<file path="src/rtl/addr_map_defs.vh">
// Address map constants for program and data memory decoding
`ifndef ADDR_MAP_DEFS_VH
`define ADDR_MAP_DEFS_VH

`define RESET_START_ADDR 12'h000
`define CALL_PAGE_LO 12'h010
`define CALL_PAGE_HI 12'h01F
`define IRQ_VEC_LO 12'h020
`define IRQ_VEC_HI 12'h03D
`define USER_TOP_ADDR 12'hFDF
`define BANK_RAM 3'h7
`define BANK_PERIPH 3'h0
`define PERIPH_LIMIT 8'h80
`define STACK_TOP 8'hFF
`define STACK_FLOOR 8'h80
`define CALL_FRAME 8'h04
`define IRQ_FRAME 8'h08
`define NIBBLE_ONES 4'hF
`define IRQ_VEC_COUNT 4'hF

`endif

</file>
<file path="src/rtl/nibble_ram.v">
// Bank 7 data RAM, 256 nibbles held in flip-flops
module nibble_ram (
  input wire mclk,
  input wire rst,
  input wire we,
  input wire [7:0] waddr,
  input wire [3:0] wdata,
  input wire [7:0] raddr,
  output reg [3:0] rdata
);

  reg [3:0] mem [0:255];
  integer i;

  always @(posedge mclk or posedge rst) begin
    if (rst) begin
      for (i = 0; i < 256; i = i + 1) begin
        mem[i] <= 4'h0;
      end
      rdata <= 4'h0;
    end else begin
      if (we) begin
        mem[waddr] <= wdata;
      end
      rdata <= mem[raddr];
    end
  end

endmodule // nibble_ram

</file>
<file path="src/rtl/address_map_decoder.v">
// Program and data address decoder with stack pointer for a 4-bit core
`include "addr_map_defs.vh"

module address_map_decoder (
  input wire mclk,
  input wire rst,
  input wire fetch_req,
  input wire [11:0] fetch_addr,
  input wire call_page_req,
  input wire [3:0] call_page_idx,
  input wire irq_req,
  input wire [3:0] irq_src,
  output reg [11:0] pc_r,
  output reg fetch_valid_r,
  output reg call_page_hit_r,
  output reg irq_vec_hit_r,
  output reg test_area_r,
  input wire data_req,
  input wire data_we,
  input wire [2:0] data_bank,
  input wire [7:0] data_addr,
  input wire [3:0] data_wdata,
  output reg [3:0] data_rdata_r,
  output reg data_ack_r,
  output reg ram_sel_r,
  output reg periph_sel_r,
  output reg periph_we_r,
  output reg [6:0] periph_addr_r,
  output reg [3:0] periph_wdata_r,
  input wire [3:0] periph_rdata,
  input wire push_call,
  input wire push_irq,
  input wire pop_call,
  input wire pop_irq,
  output reg [7:0] sp_r,
  output reg stack_fault_r
);

  // ****************************************
  // Decode helpers
  // ****************************************
  function in_range;
    input [11:0] a;
    input [11:0] lo;
    input [11:0] hi;
    begin
      in_range = (a >= lo) && (a <= hi);
    end
  endfunction

  function is_ram;
    input [2:0] b;
    begin
      is_ram = (b == `BANK_RAM);
    end
  endfunction

  function is_periph;
    input [2:0] b;
    input [7:0] a;
    begin
      is_periph = (b == `BANK_PERIPH) && (a < `PERIPH_LIMIT);
    end
  endfunction

  // Region codes of a data access
  localparam REGION_NONE = 2'b00;
  localparam REGION_RAM = 2'b01;
  localparam REGION_PERIPH = 2'b10;

  function [1:0] region_of;
    input [2:0] b;
    input [7:0] a;
    begin
      if (is_ram(b)) begin
        region_of = REGION_RAM;
      end else if (is_periph(b, a)) begin
        region_of = REGION_PERIPH;
      end else begin
        region_of = REGION_NONE;
      end
    end
  endfunction

  // True when a frame of f nibbles fits in the count c
  function fits;
    input [8:0] c;
    input [7:0] f;
    begin
      fits = (c >= {1'b0, f});
    end
  endfunction

  // ****************************************
  // Program side
  // ****************************************
  reg [11:0] pc_nxt;
  reg fetch_ok;
  reg call_page_hit_nxt;
  reg irq_vec_hit_nxt;
  reg test_area_nxt;

  always @* begin
    pc_nxt = pc_r;
    fetch_ok = 1'b0;
    if (irq_req) begin
      // Two vector bytes per source; source 15 would land on 03E, so it is pulled back to 03C inside 020..03D
      pc_nxt = `IRQ_VEC_LO + {7'h00, irq_src, 1'b0};
      if (irq_src == `IRQ_VEC_COUNT) begin
        pc_nxt = `IRQ_VEC_HI - 12'h001;
      end
      fetch_ok = 1'b1;
    end else if (call_page_req) begin
      pc_nxt = `CALL_PAGE_LO + {8'h00, call_page_idx};
      fetch_ok = 1'b1;
    end else if (fetch_req) begin
      pc_nxt = fetch_addr;
      fetch_ok = (fetch_addr <= `USER_TOP_ADDR);
    end
  end

  // Hit flags describe the address accepted, not the one asked for
  always @* begin
    call_page_hit_nxt = fetch_ok && in_range(pc_nxt, `CALL_PAGE_LO, `CALL_PAGE_HI);
    irq_vec_hit_nxt = fetch_ok && in_range(pc_nxt, `IRQ_VEC_LO, `IRQ_VEC_HI);
    // Fetch into the test area is refused and flagged, pc holds
    test_area_nxt = fetch_req && !irq_req && !call_page_req
      && (fetch_addr > `USER_TOP_ADDR);
  end

  always @(posedge mclk or posedge rst) begin
    if (rst) begin
      pc_r <= `RESET_START_ADDR;
      fetch_valid_r <= 1'b0;
      call_page_hit_r <= 1'b0;
      irq_vec_hit_r <= 1'b0;
      test_area_r <= 1'b0;
    end else begin
      if (fetch_ok) begin
        pc_r <= pc_nxt;
      end
      fetch_valid_r <= fetch_ok;
      call_page_hit_r <= call_page_hit_nxt;
      irq_vec_hit_r <= irq_vec_hit_nxt;
      test_area_r <= test_area_nxt;
    end
  end

  // ****************************************
  // Stack pointer
  // ****************************************
  reg [7:0] sp_nxt;
  reg fault_nxt;
  wire [8:0] room = {1'b0, sp_r} - {1'b0, `STACK_FLOOR} + 9'h001;
  wire [8:0] used = {1'b0, `STACK_TOP} - {1'b0, sp_r};

  always @* begin
    sp_nxt = sp_r;
    fault_nxt = 1'b0;
    // Overflow past the RAM half is refused rather than wrapping
    if (push_irq) begin
      if (fits(room, `IRQ_FRAME)) begin
        sp_nxt = sp_r - `IRQ_FRAME;
      end else begin
        fault_nxt = 1'b1;
      end
    end else if (push_call) begin
      if (fits(room, `CALL_FRAME)) begin
        sp_nxt = sp_r - `CALL_FRAME;
      end else begin
        fault_nxt = 1'b1;
      end
    end else if (pop_irq) begin
      if (fits(used, `IRQ_FRAME)) begin
        sp_nxt = sp_r + `IRQ_FRAME;
      end else begin
        fault_nxt = 1'b1;
      end
    end else if (pop_call) begin
      if (fits(used, `CALL_FRAME)) begin
        sp_nxt = sp_r + `CALL_FRAME;
      end else begin
        fault_nxt = 1'b1;
      end
    end
  end

  always @(posedge mclk or posedge rst) begin
    if (rst) begin
      sp_r <= `STACK_TOP;
      stack_fault_r <= 1'b0;
    end else begin
      sp_r <= sp_nxt;
      stack_fault_r <= fault_nxt;
    end
  end

  // ****************************************
  // Data side
  // ****************************************
  reg [1:0] region;
  reg ram_hit;
  reg per_hit;
  reg miss_hit;
  wire [3:0] ram_q;
  reg ram_rd_r;
  reg per_rd_r;
  reg miss_rd_r;

  // Bank number picks the region first, the in-bank address only matters in bank 0
  always @* begin
    region = region_of(data_bank, data_addr);
    ram_hit = 1'b0;
    per_hit = 1'b0;
    miss_hit = 1'b0;
    if (data_req) begin
      case (region)
        REGION_RAM: begin
          ram_hit = 1'b1;
        end
        REGION_PERIPH: begin
          per_hit = 1'b1;
        end
        default: begin
          // Nothing is selected, so no state can change behind the access
          miss_hit = 1'b1;
        end
      endcase
    end
  end

  nibble_ram u_ram (
    .mclk(mclk),
    .rst(rst),
    .we(ram_hit && data_we),
    .waddr(data_addr),
    .wdata(data_wdata),
    .raddr(data_addr),
    .rdata(ram_q)
  );

  always @(posedge mclk or posedge rst) begin
    if (rst) begin
      ram_sel_r <= 1'b0;
      periph_sel_r <= 1'b0;
      periph_we_r <= 1'b0;
      periph_addr_r <= 7'h00;
      periph_wdata_r <= 4'h0;
      ram_rd_r <= 1'b0;
      per_rd_r <= 1'b0;
      miss_rd_r <= 1'b0;
    end else begin
      ram_sel_r <= ram_hit;
      periph_sel_r <= per_hit;
      periph_we_r <= per_hit && data_we;
      if (per_hit) begin
        periph_addr_r <= data_addr[6:0];
        periph_wdata_r <= data_wdata;
      end
      ram_rd_r <= ram_hit && !data_we;
      per_rd_r <= per_hit && !data_we;
      miss_rd_r <= miss_hit && !data_we;
    end
  end

  // ****************************************
  // Answer stage
  // ****************************************
  reg [3:0] data_rdata_nxt;
  reg data_ack_nxt;

  // Answer one cycle after the request stage, after peripheral replies
  always @* begin
    data_ack_nxt = ram_sel_r || periph_sel_r || ram_rd_r || per_rd_r || miss_rd_r;
    // Unmapped reads see all ones so a stray pointer reads as erased
    data_rdata_nxt = `NIBBLE_ONES;
    if (ram_rd_r) begin
      data_rdata_nxt = ram_q;
    end else if (per_rd_r) begin
      data_rdata_nxt = periph_rdata;
    end
  end

  always @(posedge mclk or posedge rst) begin
    if (rst) begin
      data_rdata_r <= `NIBBLE_ONES;
      data_ack_r <= 1'b0;
    end else begin
      data_rdata_r <= data_rdata_nxt;
      data_ack_r <= data_ack_nxt;
    end
  end

endmodule // address_map_decoder

</file>
<file path="config.mk">
export PLATFORM = sky130hd
export DESIGN_NAME = address_map_decoder
export DESIGN_NICKNAME = d
export VERILOG_FILES = /design/src/rtl/nibble_ram.v /design/src/rtl/address_map_decoder.v
export VERILOG_INCLUDE_DIRS = /design/src /design/src/rtl
export SDC_FILE = /design/constraint.sdc
export NUM_CORES = 2
export LEC_CHECK = 0
export BUFFER_PORTS_ARGS = -buffer_cell sky130_fd_sc_hd__buf_2
export CAP_MARGIN = 20
export CORE_UTILIZATION = 40
export CTS_BUF_LIST = sky130_fd_sc_hd__clkbuf_2 sky130_fd_sc_hd__clkbuf_4 sky130_fd_sc_hd__clkbuf_8
export DETAILED_ROUTE_END_ITERATION = 12
export GPL_TIMING_DRIVEN = 0
export PLACE_DENSITY = 0.56
export REMOVE_ABC_BUFFERS = 1
export SLEW_MARGIN = 20
export SYNTH_ARGS = -nofsm -noshare
export SYNTH_HDL_FRONTEND = slang
export SYNTH_SLANG_ARGS = --single-unit
</file>
<file path="constraint.sdc">
create_clock -name mclk -period 47.4 [get_ports mclk]
set_clock_uncertainty 0.15 [all_clocks]
set_input_delay 2.37 -clock mclk [delete_from_list [all_inputs] [get_ports mclk]]
set_output_delay 2.37 -clock mclk [all_outputs]
set_load 0.05 [all_outputs]
</file>
==> flow_summary.ini <==
[status]
outcome = complete, no violations

[floorplanning]
row_count = 128
fp.dieH_um = 354
start_util = 0.405
die_area_sq_um = 125000
die_x_um = 354
pin_count = 94
core_sq_um = 122000

[clocking]
cts_made_buffers = 181
cts-root-buf = clkbuf_8
cts_max_path_buffers = 3
cts_sinks = 1073
cts_tree = done
clk_pin_slew_worst_paths_ns = 0.06
post_cts.repair.setup_buffers = 0
cts_resized = 0
clock_latency_ns = 0.89
clock_tree.htree_level_count = 4
hold_buffers = 0

[sta]
worstMarginPinSlew_ns = 1.02
drv_slew = 0
fin_ws_ns = 41.62
relSlewSlack = 0.319
period_share = 0.122
setup_viol = 0
grt_setup_unrepaired = false
setup_tns_ns = 0
post-route-min-period_ns = 5.78
hold_viol_final = 0
fmax_mhz = 173

[route]
vias = 28800
route.detailed.wl_per_inst_um = 24.3
drt_iter0_drc = 2060
viasPerCell = 5.58
antenna_left = 0
dr.pass1.iters = 5
remaining_drc_errors = 0
drt-total-wl_um = 126000

[global_routing]
grt_max_degree = 124
gr-total-overflow = 0
antenna_found_initial = 4
grt_use_total = 0.205
grt_pass1_wl_um = 195000
grt_pass1_vias = 30200

[yosys]
yosysWarnings = 0
ys_seq_elements = 1073
synth_cells = 3331
synth_edf_count = 0
avgSynthCellArea_sq_um = 14.9
synth.yosys.seq_area_share = 0.541
syn_area_sq_um = 49600
synthFlopType = dfrtp_1
async_flop_share = 1.00
synth_cell_types = 63

[worst_setup_path]
cp_data_arrival_time_ns = 6.31
cp-end-kind = flip-flop
r2r_cells = 6
cp-start-kind = input port
crit_type = in2reg
critical_path.max_fanout = 60
cp.required_ns = 47.93

[cells_and_area]
fin_nets = 3464
fill_cells = 10900
layout_commonest_cell = dfrtp_1
layout_common_cells = dfrtp_1 (1063), mux2_2 (978), mux4_2 (256)
syn2layout_area_growth_pct = 13.7
drive_above_1_share = 0.518
multi_input_area_sq_um = 21700
seq_area_sq_um = 26900

[power]
leakage_nw = 26.6
vdd_ir_drop_max_mv = 0.0314
power_mw = 1.96
p_per_area_nw_per_um2 = 34.8

[place]
portBuffers = 91
gp_congestion = 0.757
preCtsSetupSlack_ns = 40.32
hpwl_um = 79600

[min_path]
hp-class = reg2reg
holdPathStages = 1

[run]
maxCapViolations = 0
where the power goes:
group	total [mW]	internal, mW	switching, mW
logic	0.147	0.0445	0.102
clock network	0.874	0.493	0.381
registers	0.940	0.929	0.0116
cell type report:
type	count	area share
Timing Repair Buffer	148	0.0344
Multi-Input combinational cell	1983	0.384
Sequential cell	1073	0.476
Clock inverter	28	0.00477
Inverter	17	0.00126
Clock buffer	285	0.0629
Tap cell	1625	0.0360
Antenna cell	2	0.0000887
cells by family (layout without fill, tap and decap cells):
| kind of cell | count (synthesis) | count (layout) | synth area share |
|---|---|---|---|
| flip-flops | 1073 | 1073 | 0.541 |
| buffers and inverters | 276 | 478 | 0.0241 |
| AO/OA/AOI/OAI | 250 | 250 | 0.0341 |
| AND/OR/NAND/NOR | 407 | 407 | 0.0389 |
| adder cells (fa/ha/maj) | 10 | 10 | 0.00252 |
| other | 1 | 4 | 0.0000756 |
| multiplexers | 1309 | 1309 | 0.358 |
| XOR/XNOR | 5 | 5 | 0.000883 |
flip-flops by register name, indices dropped and copies added (netlist names), 4 cells and up:
name            cells
data_rdata_r        4
pc_r               12
periph_addr_r       7
periph_wdata_r      4
sp_r                6
u_ram.mem        1024
u_ram.rdata         4
path summary, 6_finish.rpt:
| kind | endpoint | start | slack [ns] |
|---|---|---|---|
| worst max-delay path | u_ram.rdata[3] | data_addr[0] | 41.62 |
| worst max register to register | sp_r[4] | sp_r[2] | 44.59 |
| max in group asynchronous | u_ram.mem[640] | rst | 43.59 |
| worst min register to register | u_ram.mem[394] | u_ram.mem[394] | 0.33 |
| worst min-delay path | u_ram.mem[394] | u_ram.mem[394] | 0.33 |
| min in group asynchronous | u_ram.mem[874] | rst | 1.36 |
critical path, cell delays in order:
cell,delay (ns)
buf_8,0.42
buf_16,0.45
buf_16,0.41
buf_16,0.42
mux4_2,0.56
a22oi_1,0.29
a21oi_1,0.20
o41ai_2,0.79
nand4_1,0.26
synthesized netlist by cell type (2+ instances only):
master,instances,area [sq um]
buf_1,22,82.6
ha_1,10,125
nor2_1,191,717
a211oi_1,4,30.0
nor2b_1,11,68.8
mux4_2,256,5770
nand3_1,10,50.1
mux2_4,40,601
inv_1,16,60.1
and3_1,4,25.0
clkbuf_1,191,717
or2_2,3,18.8
dfrtp_1,1063,26600
o41ai_1,17,149
mux2i_1,11,110
xnor2_1,4,35.0
a21oi_1,76,380
o211ai_1,2,15.0
nor4_1,4,25.0
nor2_2,38,238
nand2_4,10,113
and4_1,2,17.5
a22oi_1,128,961
buf_2,25,125
buf_6,11,124
a31oi_1,2,12.5
nand4_1,7,43.8
nand2b_1,6,37.5
o21ai_0,10,50.1
or4_1,2,15.0
nor3_1,8,40.0
nor3b_1,3,22.5
nand2_1,96,360
mux2_1,24,270
and3b_1,2,17.5
mux2_2,978,11000
buf_4,9,67.6
dfstp_2,10,263
per-stage QoR:
stage	hold slack, ns	utilization	std cells	instance area, sq um
after floorplan	0.255	-	3073	48500
after global placement	0.313	0.417	4789	51000
after detailed placement	0.323	0.430	4846	52600
after CTS	0.336	0.461	5159	56400
after global routing	0.348	0.461	5160	56400
final	0.332	0.461	5161	56400
routing by layer:
| layer | track usage | routed length [um] | vias to the layer above |
|---|---|---|---|
| met5 | 0 | 0 | - |
| met4 | 0.0804 | 3570 | 0 |
| met3 | 0.0347 | 6570 | 204 |
| met2 | 0.311 | 58400 | 682 |
| met1 | 0.292 | 57000 | 15400 |
| li1 | - | - | 12500 |
Power figures use the tool's default switching activity.
